`src/shared/dcs_pkg.sv`:
```
package dcs_pkg;

    // register byte offsets
    localparam logic [7:0] ADR_CMD_SRC   = 8'h00;
    localparam logic [7:0] ADR_TERM_FUNC = 8'h04;
    localparam logic [7:0] ADR_KEY_CFG   = 8'h08;
    localparam logic [7:0] ADR_SER_CFG   = 8'h0C;
    localparam logic [7:0] ADR_STATUS    = 8'h10;

    // field positions
    localparam int TERM_FUNC_W    = 6;
    localparam int KEY_PWR_RUN    = 8;
    localparam int SER_PROTO_LSB  = 8;
    localparam int SER_BAUD_LSB   = 16;

    // reset values
    localparam logic [2:0]  CMD_SRC_RST  = 3'h0;
    localparam logic [29:0] TERM_FUNC_RST = 30'h0000_0000;
    localparam logic [1:0]  KEY_FUNC_RST = 2'h0;
    localparam logic [7:0]  STATION_RST  = 8'h01;
    localparam logic [1:0]  PROTO_RST    = 2'h0;
    localparam logic [2:0]  BAUD_RST     = 3'h3;

    // legal ranges
    localparam logic [7:0] STATION_MIN = 8'h01;
    localparam logic [7:0] STATION_MAX = 8'hFA;
    localparam logic [1:0] PROTO_MAX   = 2'h2;
    localparam logic [1:0] KEY_FUNC_MAX = 2'h2;
    localparam logic [1:0] KEY_FUNC_LOCAL_REMOTE = 2'h2;

    // terminal function codes
    localparam logic [5:0] FUNC_FWD     = 6'h01;
    localparam logic [5:0] FUNC_REV     = 6'h02;
    localparam logic [5:0] FUNC_RUN_EN  = 6'h0D;
    localparam logic [5:0] FUNC_JOG_FWD = 6'h28;
    localparam logic [5:0] FUNC_JOG_REV = 6'h29;
    localparam logic [5:0] FUNC_PREEXC  = 6'h2A;

    // indicator flash half period
    localparam int unsigned CLK_MHZ      = 100;
    localparam int unsigned FLASH_MS     = 250;
    localparam int unsigned FLASH_CYCLES = CLK_MHZ * 1000 * FLASH_MS;

    typedef enum logic [2:0] {
        SRC_KEYPAD               = 3'h0,
        SRC_TWO_WIRE_FWD_REV_MODE = 3'h1,
        SRC_TWO_WIRE_RUN_DIR_MODE = 3'h2,
        SRC_SERIAL               = 3'h3
    } dcs_src_t;

    typedef enum logic [1:0] {
        MODE_REMOTE = 2'b01,
        MODE_LOCAL  = 2'b10
    } dcs_mode_t;

    typedef struct packed {
        logic [7:0] station;
        logic       run;
        logic       reverse;
    } dcs_serial_cmd_t;

endpackage

```
`src/hw/dcs_cmd_select.sv`:
```
// The Wishbone interface to the registers and the register offsets were decided locally.
module dcs_cmd_select #(
    parameter int unsigned FLASH_CYCLES = dcs_pkg::FLASH_CYCLES
) (
    // clock and reset
    input  wire logic                    clk_in,
    input  wire logic                    rstn_in,
    // wishbone slave
    input  wire logic                    wb_cyc_in,
    input  wire logic                    wb_stb_in,
    input  wire logic                    wb_we_in,
    input  wire logic [7:0]              wb_adr_in,
    input  wire logic [3:0]              wb_sel_in,
    input  wire logic [31:0]             wb_dat_in,
    output logic      [31:0]             wb_dat_out,
    output logic                         wb_ack_out,
    // terminal and keypad pins
    input  wire logic [4:0]              input_terminals_one_to_five_in,
    input  wire logic                    run_key_in,
    input  wire logic                    stop_key_in,
    input  wire logic                    jog_key_in,
    input  wire logic                    mode_toggle_key_in,
    // serial engine and fault logic, same clock
    input  wire logic                    serial_valid_in,
    input  wire dcs_pkg::dcs_serial_cmd_t serial_cmd_in,
    input  wire logic                    fault_reset_in,
    // drive commands
    output logic                         drive_run_out,
    output logic                         drive_reverse_out,
    output logic                         drive_jog_out,
    output logic                         pre_excite_out,
    output logic                         local_indicator_out,
    output logic                         remote_mode_out
);

    logic [8:0]  sync1_q, sync2_q, prev_q;
    logic [2:0]  cmd_src_q;
    logic [29:0] term_func_q;
    logic [1:0]  key_func_q;
    logic        pwr_run_q;
    logic [7:0]  station_q;
    logic [1:0]  proto_q;
    logic [2:0]  baud_q;
    logic        ack_q;
    logic [31:0] rdat_q;
    dcs_pkg::dcs_mode_t mode_q;
    logic        key_run_q, ser_run_q, ser_rev_q, armed_q, fault_lock_q;
    logic        run_q, rev_q, jog_q, pre_q, ind_q, flash_q, remote_q;
    logic [31:0] flash_cnt_q;

    always_ff @(posedge clk_in or negedge rstn_in) begin
        if (!rstn_in) begin
            sync1_q <= 9'h000;
            sync2_q <= 9'h000;
            prev_q  <= 9'h000;
        end else begin
            sync1_q <= {mode_toggle_key_in, jog_key_in, stop_key_in,
                        run_key_in, input_terminals_one_to_five_in};
            sync2_q <= sync1_q;
            prev_q  <= sync2_q;
        end
    end

    logic [4:0] term_s;
    logic       run_edge, stop_edge, jog_s, toggle_edge;
    assign term_s      = sync2_q[4:0];
    assign run_edge    = sync2_q[5] & ~prev_q[5];
    assign stop_edge   = sync2_q[6] & ~prev_q[6];
    assign jog_s       = sync2_q[7];
    assign toggle_edge = sync2_q[8] & ~prev_q[8];

    // map terminals to roles by function code
    logic fx_s, rx_s, run_en_s, jogf_s, jogr_s, pre_s;
    always_comb begin
        logic [5:0] code;
        code     = 6'h00;
        fx_s     = 1'b0;
        rx_s     = 1'b0;
        run_en_s = 1'b0;
        jogf_s   = 1'b0;
        jogr_s   = 1'b0;
        pre_s    = 1'b0;
        for (int i = 0; i < 5; i++) begin
            code = term_func_q[i*dcs_pkg::TERM_FUNC_W +: dcs_pkg::TERM_FUNC_W];
            fx_s     |= term_s[i] & (code == dcs_pkg::FUNC_FWD);
            rx_s     |= term_s[i] & (code == dcs_pkg::FUNC_REV);
            run_en_s |= term_s[i] & (code == dcs_pkg::FUNC_RUN_EN);
            jogf_s   |= term_s[i] & (code == dcs_pkg::FUNC_JOG_FWD);
            jogr_s   |= term_s[i] & (code == dcs_pkg::FUNC_JOG_REV);
            pre_s    |= term_s[i] & (code == dcs_pkg::FUNC_PREEXC);
        end
    end

    // ack one cycle after the strobe; a write lands at the edge that
    // samples ack, so the master's view and the register agree
    logic        req, wr;
    logic [31:0] wmask, wmerge;
    assign req   = wb_cyc_in & wb_stb_in & ~ack_q;
    assign wr    = wb_cyc_in & wb_stb_in & wb_we_in & ack_q;
    assign wmask = {{8{wb_sel_in[3]}}, {8{wb_sel_in[2]}},
                    {8{wb_sel_in[1]}}, {8{wb_sel_in[0]}}};

    logic wr_src, wr_term, wr_key, wr_ser;
    assign wr_src  = wr & (wb_adr_in == dcs_pkg::ADR_CMD_SRC);
    assign wr_term = wr & (wb_adr_in == dcs_pkg::ADR_TERM_FUNC);
    assign wr_key  = wr & (wb_adr_in == dcs_pkg::ADR_KEY_CFG);
    assign wr_ser  = wr & (wb_adr_in == dcs_pkg::ADR_SER_CFG);

    logic [31:0] key_old, ser_old, key_new, ser_new;
    assign key_old = {23'h00_0000, pwr_run_q, 6'h00, key_func_q};
    assign ser_old = {13'h0000, baud_q, 6'h00, proto_q, station_q};
    assign key_new = (key_old & ~wmask) | (wb_dat_in & wmask);
    assign ser_new = (ser_old & ~wmask) | (wb_dat_in & wmask);
    assign wmerge  = ({2'h0, term_func_q} & ~wmask) | (wb_dat_in & wmask);

    logic key_func_wr;
    assign key_func_wr = wr_key & (key_new[1:0] <= dcs_pkg::KEY_FUNC_MAX);

    always_ff @(posedge clk_in or negedge rstn_in) begin
        if (!rstn_in) begin
            cmd_src_q   <= dcs_pkg::CMD_SRC_RST;
            term_func_q <= dcs_pkg::TERM_FUNC_RST;
            key_func_q  <= dcs_pkg::KEY_FUNC_RST;
            pwr_run_q   <= 1'b0;
            station_q   <= dcs_pkg::STATION_RST;
            proto_q     <= dcs_pkg::PROTO_RST;
            baud_q      <= dcs_pkg::BAUD_RST;
        end else begin
            if (wr_src && wb_sel_in[0])
                cmd_src_q <= wb_dat_in[2:0];
            if (wr_term)
                term_func_q <= wmerge[29:0];
            if (key_func_wr)
                key_func_q <= key_new[1:0];
            if (wr_key)
                pwr_run_q <= key_new[dcs_pkg::KEY_PWR_RUN];
            if (wr_ser && ser_new[7:0] >= dcs_pkg::STATION_MIN
                && ser_new[7:0] <= dcs_pkg::STATION_MAX)
                station_q <= ser_new[7:0];
            if (wr_ser && ser_new[9:8] <= dcs_pkg::PROTO_MAX)
                proto_q <= ser_new[dcs_pkg::SER_PROTO_LSB +: 2];
            if (wr_ser)
                baud_q <= ser_new[dcs_pkg::SER_BAUD_LSB +: 3];
        end
    end

    always_ff @(posedge clk_in or negedge rstn_in) begin
        if (!rstn_in) begin
            ack_q  <= 1'b0;
            rdat_q <= 32'h0000_0000;
        end else begin
            ack_q <= req;
            if (req) begin
                unique case (wb_adr_in)
                    dcs_pkg::ADR_CMD_SRC:   rdat_q <= {29'h0, cmd_src_q};
                    dcs_pkg::ADR_TERM_FUNC: rdat_q <= {2'h0, term_func_q};
                    dcs_pkg::ADR_KEY_CFG:   rdat_q <= key_old;
                    dcs_pkg::ADR_SER_CFG:   rdat_q <= ser_old;
                    dcs_pkg::ADR_STATUS:
                        rdat_q <= {24'h00_0000, fault_lock_q, armed_q,
                                   mode_q == dcs_pkg::MODE_LOCAL,
                                   pre_q, jog_q, rev_q, run_q, ind_q};
                    default:                rdat_q <= 32'h0000_0000;
                endcase
            end
        end
    end
    assign wb_ack_out = ack_q;
    assign wb_dat_out = rdat_q;

    // mode switching
    logic toggle_ev, is_local, src_terminal;
    assign toggle_ev = toggle_edge
                       & (key_func_q == dcs_pkg::KEY_FUNC_LOCAL_REMOTE);
    assign is_local  = (mode_q == dcs_pkg::MODE_LOCAL);
    assign src_terminal =
        (cmd_src_q == dcs_pkg::SRC_TWO_WIRE_FWD_REV_MODE)
        | (cmd_src_q == dcs_pkg::SRC_TWO_WIRE_RUN_DIR_MODE);

    always_ff @(posedge clk_in or negedge rstn_in) begin
        if (!rstn_in) begin
            mode_q <= dcs_pkg::MODE_REMOTE;
        end else if (fault_reset_in) begin
            mode_q <= dcs_pkg::MODE_LOCAL;
        end else if (key_func_wr
                     && key_new[1:0] == dcs_pkg::KEY_FUNC_LOCAL_REMOTE) begin
            mode_q <= dcs_pkg::MODE_REMOTE;
        end else if (toggle_ev) begin
            unique case (mode_q)
                dcs_pkg::MODE_REMOTE: mode_q <= dcs_pkg::MODE_LOCAL;
                dcs_pkg::MODE_LOCAL:  mode_q <= dcs_pkg::MODE_REMOTE;
            endcase
        end
    end

    // keypad run latch; stop wins over run for safety
    always_ff @(posedge clk_in or negedge rstn_in) begin
        if (!rstn_in) begin
            key_run_q <= 1'b0;
        end else if (fault_reset_in || toggle_ev || stop_edge) begin
            key_run_q <= 1'b0;
        end else if (run_edge
                     && (is_local || cmd_src_q == dcs_pkg::SRC_KEYPAD)) begin
            key_run_q <= 1'b1;
        end
    end

    // serial commands only in serial source
    always_ff @(posedge clk_in or negedge rstn_in) begin
        if (!rstn_in) begin
            ser_run_q <= 1'b0;
            ser_rev_q <= 1'b0;
        end else if (fault_reset_in || toggle_ev) begin
            // serial run latch cleared on mode toggle or fault reset
            ser_run_q <= 1'b0;
        end else if (serial_valid_in && !is_local
                     && cmd_src_q == dcs_pkg::SRC_SERIAL
                     && serial_cmd_in.station == station_q) begin
            ser_run_q <= serial_cmd_in.run;
            ser_rev_q <= serial_cmd_in.reverse;
        end
    end

    // terminal arming after power-up or fault reset
    logic cmd_terms_off;
    assign cmd_terms_off = ~(fx_s | rx_s | jogf_s | jogr_s | pre_s);

    always_ff @(posedge clk_in or negedge rstn_in) begin
        if (!rstn_in) begin
            armed_q      <= 1'b0;
            fault_lock_q <= 1'b0;
        end else if (fault_reset_in) begin
            armed_q      <= 1'b0;
            fault_lock_q <= 1'b1;
        end else if (!armed_q) begin
            if (fault_lock_q) begin
                if (term_s == 5'h00) begin
                    armed_q      <= 1'b1;
                    fault_lock_q <= 1'b0;
                end
            // off then on unless power-on run
            end else if (cmd_terms_off || pwr_run_q) begin
                armed_q <= 1'b1;
            end
        end
    end

    // command selection
    logic run_d, rev_d, jog_d, pre_d;
    always_comb begin
        run_d = 1'b0;
        rev_d = 1'b0;
        jog_d = 1'b0;
        pre_d = 1'b0;
        if (is_local) begin
            run_d = key_run_q;
            // local jog gated by run enable
            jog_d = jog_s & run_en_s;
        end else begin
            jog_d = armed_q & (jogf_s ^ jogr_s);
            pre_d = armed_q & pre_s;
            rev_d = armed_q & jogr_s & ~jogf_s;
            unique case (cmd_src_q)
                dcs_pkg::SRC_KEYPAD: run_d = key_run_q;
                dcs_pkg::SRC_TWO_WIRE_FWD_REV_MODE: begin
                    run_d = armed_q & (fx_s ^ rx_s);
                    rev_d = armed_q & rx_s & ~fx_s;
                end
                dcs_pkg::SRC_TWO_WIRE_RUN_DIR_MODE: begin
                    run_d = armed_q & fx_s;
                    rev_d = armed_q & fx_s & rx_s;
                end
                dcs_pkg::SRC_SERIAL: begin
                    run_d = ser_run_q;
                    rev_d = ser_run_q & ser_rev_q;
                end
                default: run_d = 1'b0;
            endcase
        end
    end

    always_ff @(posedge clk_in or negedge rstn_in) begin
        if (!rstn_in) begin
            flash_cnt_q <= 32'h0000_0000;
            flash_q     <= 1'b0;
        end else if (!is_local) begin
            flash_cnt_q <= 32'h0000_0000;
            flash_q     <= 1'b1;
        end else if (flash_cnt_q >= FLASH_CYCLES - 1) begin
            flash_cnt_q <= 32'h0000_0000;
            flash_q     <= ~flash_q;
        end else begin
            flash_cnt_q <= flash_cnt_q + 32'h0000_0001;
        end
    end

    always_ff @(posedge clk_in or negedge rstn_in) begin
        if (!rstn_in) begin
            run_q <= 1'b0;
            rev_q <= 1'b0;
            jog_q <= 1'b0;
            pre_q <= 1'b0;
            ind_q <= 1'b0;
            remote_q <= 1'b1;
        end else begin
            run_q <= run_d;
            rev_q <= rev_d;
            jog_q <= jog_d;
            pre_q <= pre_d;
            ind_q <= is_local & flash_q;
            remote_q <= ~is_local;
        end
    end
    assign drive_run_out       = run_q;
    assign drive_reverse_out   = rev_q;
    assign drive_jog_out       = jog_q;
    assign pre_excite_out      = pre_q;
    assign local_indicator_out = ind_q;
    assign remote_mode_out     = remote_q;
endmodule

```
`config.mk`:
```
export PLATFORM = sky130hd
export DESIGN_NAME = dcs_cmd_select
export DESIGN_NICKNAME = d
export VERILOG_FILES = /design/src/shared/dcs_pkg.sv /design/src/hw/dcs_cmd_select.sv
export SDC_FILE = /design/constraint.sdc
export NUM_CORES = 1
export LEC_CHECK = 0
export ABC_AREA = 0
export ABC_CLOCK_PERIOD_IN_PS = 6000
export BUFFER_PORTS_ARGS = -buffer_cell sky130_fd_sc_hd__buf_2
export CAP_MARGIN = 20
export CORE_MARGIN = 4
export CORE_UTILIZATION = 45
export DETAILED_ROUTE_END_ITERATION = 8
export GPL_TIMING_DRIVEN = 0
export PLACE_DENSITY_LB_ADDON = 0.1
export SLEW_MARGIN = 10
export SYNTH_ARGS = -nofsm -noshare
export SYNTH_HDL_FRONTEND = slang
export SYNTH_SLANG_ARGS = --single-unit
```
`constraint.sdc`:
```
create_clock -name clk_in -period 6 [get_ports clk_in]
set_input_delay 0.6 -clock clk_in [delete_from_list [all_inputs] [get_ports clk_in]]
set_output_delay 0.6 -clock clk_in [all_outputs]
set_load 0.005 [all_outputs]
```
After elaboration in Yosys (flattened, before gate mapping)
Cells that the tools add are included.

Order comparisons: 5. Bitwise operators: 103. Mux-type cells: 28. Reduce and logical (&&, ||, !) cells: 21. Add/subtract/negate cells: 1. Equality and inequality tests: 44.

Operators by type and width (number): $pmux 30 s5 (1); $eq 6x6->1 const B (15); $mux 32 (2); $and 30x30->30 (2); $and 1x1->1 (55); $add 32x1->32 const B (1); $ge 32x25->1 const B (1); $eq 6x1->1 const B (5); $eq 6x2->1 const B (5); $eq 6x4->1 const B (5); $not 30->30 (1); $or 30x30->30 (1); $or 1x1->1 (28); $and 19x19->19 (1); $mux 1 (19); $or 19x19->19 (1); $eq 8x4->1 const B (2); $not 1->1 (10); $and 9x9->9 (1); $logic_and 1x1->1 (9); $or 9x9->9 (1); $eq 8x3->1 const B (1); $eq 8x5->1 const B (1); $eq 8x8->1 (1); other kinds (22) (33).

Input port bits: 70. Bits in registers: 155. Logic and storage cells: 228.

Longest topological paths before layout
Word-level depth: 16. Gate-level depth with buffers: 8. Mapped depth without buffers: 7.

Least setup slack after synthesis
OpenSTA, ideal clock, no wires.

Kind: input to register. Start: input wb_adr_in[1]. End: register station_q[1]. Slack: 3.421 ns. Stages on the path: 5. Arrival time: 2.454 ns. Setup time: 0.125 ns. Cells stage by stage: or4_4 > or3_4 > nor4_2 > a21boi_4 > mux2_2.

Word-level cells in the longest chain between the ends: 4.

RTL lines: start: declaration (line dcs_cmd_select.sv:12) `input wire logic [7:0] wb_adr_in,`; $eq 8x4->1 (line dcs_cmd_select.sv:107) `assign wr_ser = wr & (wb_adr_in == dcs_pkg::ADR_SER_CFG);`; $and 1x1->1 (line dcs_cmd_select.sv:107); $logic_and 1x1->1 (line dcs_cmd_select.sv:137) `if (wr_ser && ser_new[7:0] >= dcs_pkg::STATION_MIN`; $logic_and 1x1->1 (line dcs_cmd_select.sv:138) `&& ser_new[7:0] <= dcs_pkg::STATION_MAX)`; end signal: assignment (line dcs_cmd_select.sv:125) `station_q <= dcs_pkg::STATION_RST;`; end signal: assignment (line dcs_cmd_select.sv:139) `station_q <= ser_new[7:0];`; end: declaration (line dcs_cmd_select.sv:41) `logic [7:0] station_q;`.

No other way between the ends. A chain may end at the register's enable or synchronous reset.

==> results.py <==
metrics = {
    "outcome": {
        "status": "complete, no violations",
    },
    "die": {
        "rows": 44,
        "core_mm2": 0.0147,
        "die_h_um": 131,
        "start_util": 0.464,
        "dieArea_mm2": 0.0172,
        "io_pins": 109,
        "die_x_um": 131,
    },
    "sta": {
        "finClkSkew_ns": 0.00862,
        "finalWorstSetupSlack_ns": 3.34,
        "setup_viol": 0,
        "holdWs_ns": 0.194,
        "hold_viol_final": 0,
        "min_period_ns": 2.66,
        "worst_slew_pin_slew_ns": 0.782,
        "min_period_over_period": 0.443,
        "finalSetupTns_ns": 0,
        "timing.fmax_ghz": 0.376,
        "max_slew_margin": 0.474,
        "slew_viol_final": 0,
        "rsz0062_at_grt": "no",
    },
    "clock_network": {
        "cts_buffer_depth": 2,
        "path_clk_slew_ns": 0.06,
        "numCtsBuffers": 17,
        "hold_buffers": 0,
        "cts_sinks": 147,
        "tritoncts": "yes",
        "post_cts_resized": 0,
        "cts_root_buffer": "clkbuf_16",
        "post-cts-setup-buffer-count": 0,
        "cts_max_level": 4,
        "clock_latency_ns": 0.42,
    },
    "cells_and_area": {
        "area_growth_pct": 19.9,
        "fin_cells": 937,
        "drive_above_1_share": 0.270,
        "antennaDiodeCount": 0,
        "fin_nets": 813,
        "design_area_mm2": 0.00817,
        "fin_util": 0.556,
    },
    "logic_synthesis": {
        "yosysTopAreaCellShare": 0.521,
        "synth_cell_type_count": 64,
        "synth.area.mux_share": 0.0898,
        "synthXorXnorAreaFrac": 0.0411,
        "yosysTopAreaCell": "dfrtp_1",
        "yosysSeqAreaShare": 0.541,
        "synthSimpleGateAreaFrac": 0.194,
        "syn-instance-count": 611,
        "synth_edf_count": 0,
        "synthesis.area_mm2": 0.00682,
        "synth_compound_area_frac": 0.0990,
        "yosys-top-cells-area": "dfrtp_1 (52%), mux2_2 (7.4%), nand2_1 (3.9%)",
        "yosysMostFrequentCell": "dfrtp_1",
        "yosys_register_bits": 147,
        "synth_warnings": 0,
        "synthFlopType": "dfrtp_1",
        "synth_adder_area_share": 0.00367,
        "synth_top_family_by_area": "simple AND/OR/NAND/NOR gates",
        "syn_avg_cell_area_um2": 11.2,
        "synth_commonest_cells": "dfrtp_1 (142), nand2_1 (70), mux2_2 (45), nand3_1 (31), a211oi_1 (26)",
        "synthArstFlopShare": 1.00,
    },
    "critical_path": {
        "critPathCaptureType": "flip-flop",
        "slowest_stage": "or4_4",
        "required_ns": 6.30,
        "path_delay_family": "simple AND/OR/NAND/NOR gates",
        "crit_chain": "buf_2, or4_4, nor3_1, and3_1, buf_2, nor2b_1, buf_2, mux2_2",
        "cp_slowest_stage_delay_ns": 0.54,
        "cp-start-kind": "primary input",
        "path_buf_inv": 3,
        "crit_type": "in -> reg",
        "cp.arrival_ns": 2.96,
        "crit_fanout": 10,
        "cpMostUsedCell": "buf_2",
    },
    "routing": {
        "avgViaCountPerCell": 5.68,
        "avgRoutedWirePerCell_um": 18.2,
        "first_iter_violations": 308,
        "firstDrtPassIters": 5,
        "routed_wl_um": 17000,
        "antenna_left": 0,
        "remaining_drc_errors": 0,
        "vias": 5318,
    },
    "placement": {
        "dpl_cell_area_mm2": 0.00762,
        "post-dp-hpwl_um": 12700,
        "dp_cells": 906,
        "port_buffers": 102,
        "dp_slack_ns": 2.92,
        "place.gp.congestion": 0.968,
    },
    "grt": {
        "antenna_found_initial": 0,
        "grt_overflow": 0,
        "grt_pass1_vias": 5321,
        "grt_max_degree": 75,
        "grt_usage": 0.208,
        "grt_pass1_wl_um": 27500,
    },
    "power_and_ir_drop": {
        "ir_drop_mv": 0.198,
        "leakage_nw": 3.76,
        "power.density_mw_per_mm2": 257,
        "p_total_mw": 2.10,
    },
    "run": {
        "max-cap-violations": 0,
    },
    "hold_path": {
        "min_path_type": "in -> async",
    },
}
layout make-up:
class / count / area (um^2)
inverters: 14 / 52.6
fillers: 1294 / 6530
multi-input cells: 427 / 2950
well taps: 184 / 230
clock inverters: 12 / 100
repair buffers: 103 / 544
flip-flops and latches: 147 / 3680
clock buffers: 19 / 453
plain buffers: 31 / 159
power by group:
group | switching [mW] | internal (mW)
registers | 0.0137 | 1.01
clock network | 0.420 | 0.554
logic | 0.0613 | 0.0402
total | 0.495 | 1.61
worst reg2reg max path: stages, from the launching register on:
cell,delay [ns]
dfstp_2,0.53
nor2b_1,0.04
clkbuf_1,0.24
or4_1,0.60
nor4_1,0.67
nand2_1,0.15
mux2_2,0.30
final timing paths:
check / start / to / slack (ns) / depth (start not counted)
setup / recovery: wb_adr_in[1] / flip-flop / 3.34 / 8
hold / removal: rstn_in / wb_dat_out[1]$_DFFE_PN0P_ / 0.19 / 1
setup reg to reg: mode_q[0]$_DFFE_PN1P_ / ser_rev_q$_DFFE_PN0P_ / 3.36 / 6
hold reg to reg: sync1_q[0]$_DFF_PN0_ / sync2_q[0]$_DFF_PN0_ / 0.35 / 0
max in group asynchronous: rstn_in / remote_mode_out$_DFF_PN1_ / 4.98 / 2
min in group clk_in: mode_toggle_key_in / sync1_q[8]$_DFF_PN0_ / 0.28 / 1
cell families after synthesis:
kind of cell / count (synthesis)
simple gates: 238
flops: 147
compound gates: 93
mux: 53
buf+inv: 45
xor+xnor: 32
fa+ha+maj: 2
other cells: 1
cells in the final DEF (no fill, tap or decap), types with 13 or more instances in the layout:
cell type	count
dfrtp_1	142
buf_2	105
nand2_1	70
mux2_2	45
nand3_1	31
a211oi_1	26
nor2_1	25
xnor2_1	22
o21ai_0	19
clkbuf_1	18
clkbuf_16	17
inv_1	14
nand4_1	14
nor4_1	13
metal layers:
metal  global-route usage  part of all wire  up-vias
met4               0.0678             0.017        0
met2                0.329              0.49      154
met3               0.0535             0.057       21
met5                    0                 0        -
met1                0.281              0.44     2630
li1                     -                 -     2513
Power figures use the tool's default switching activity.
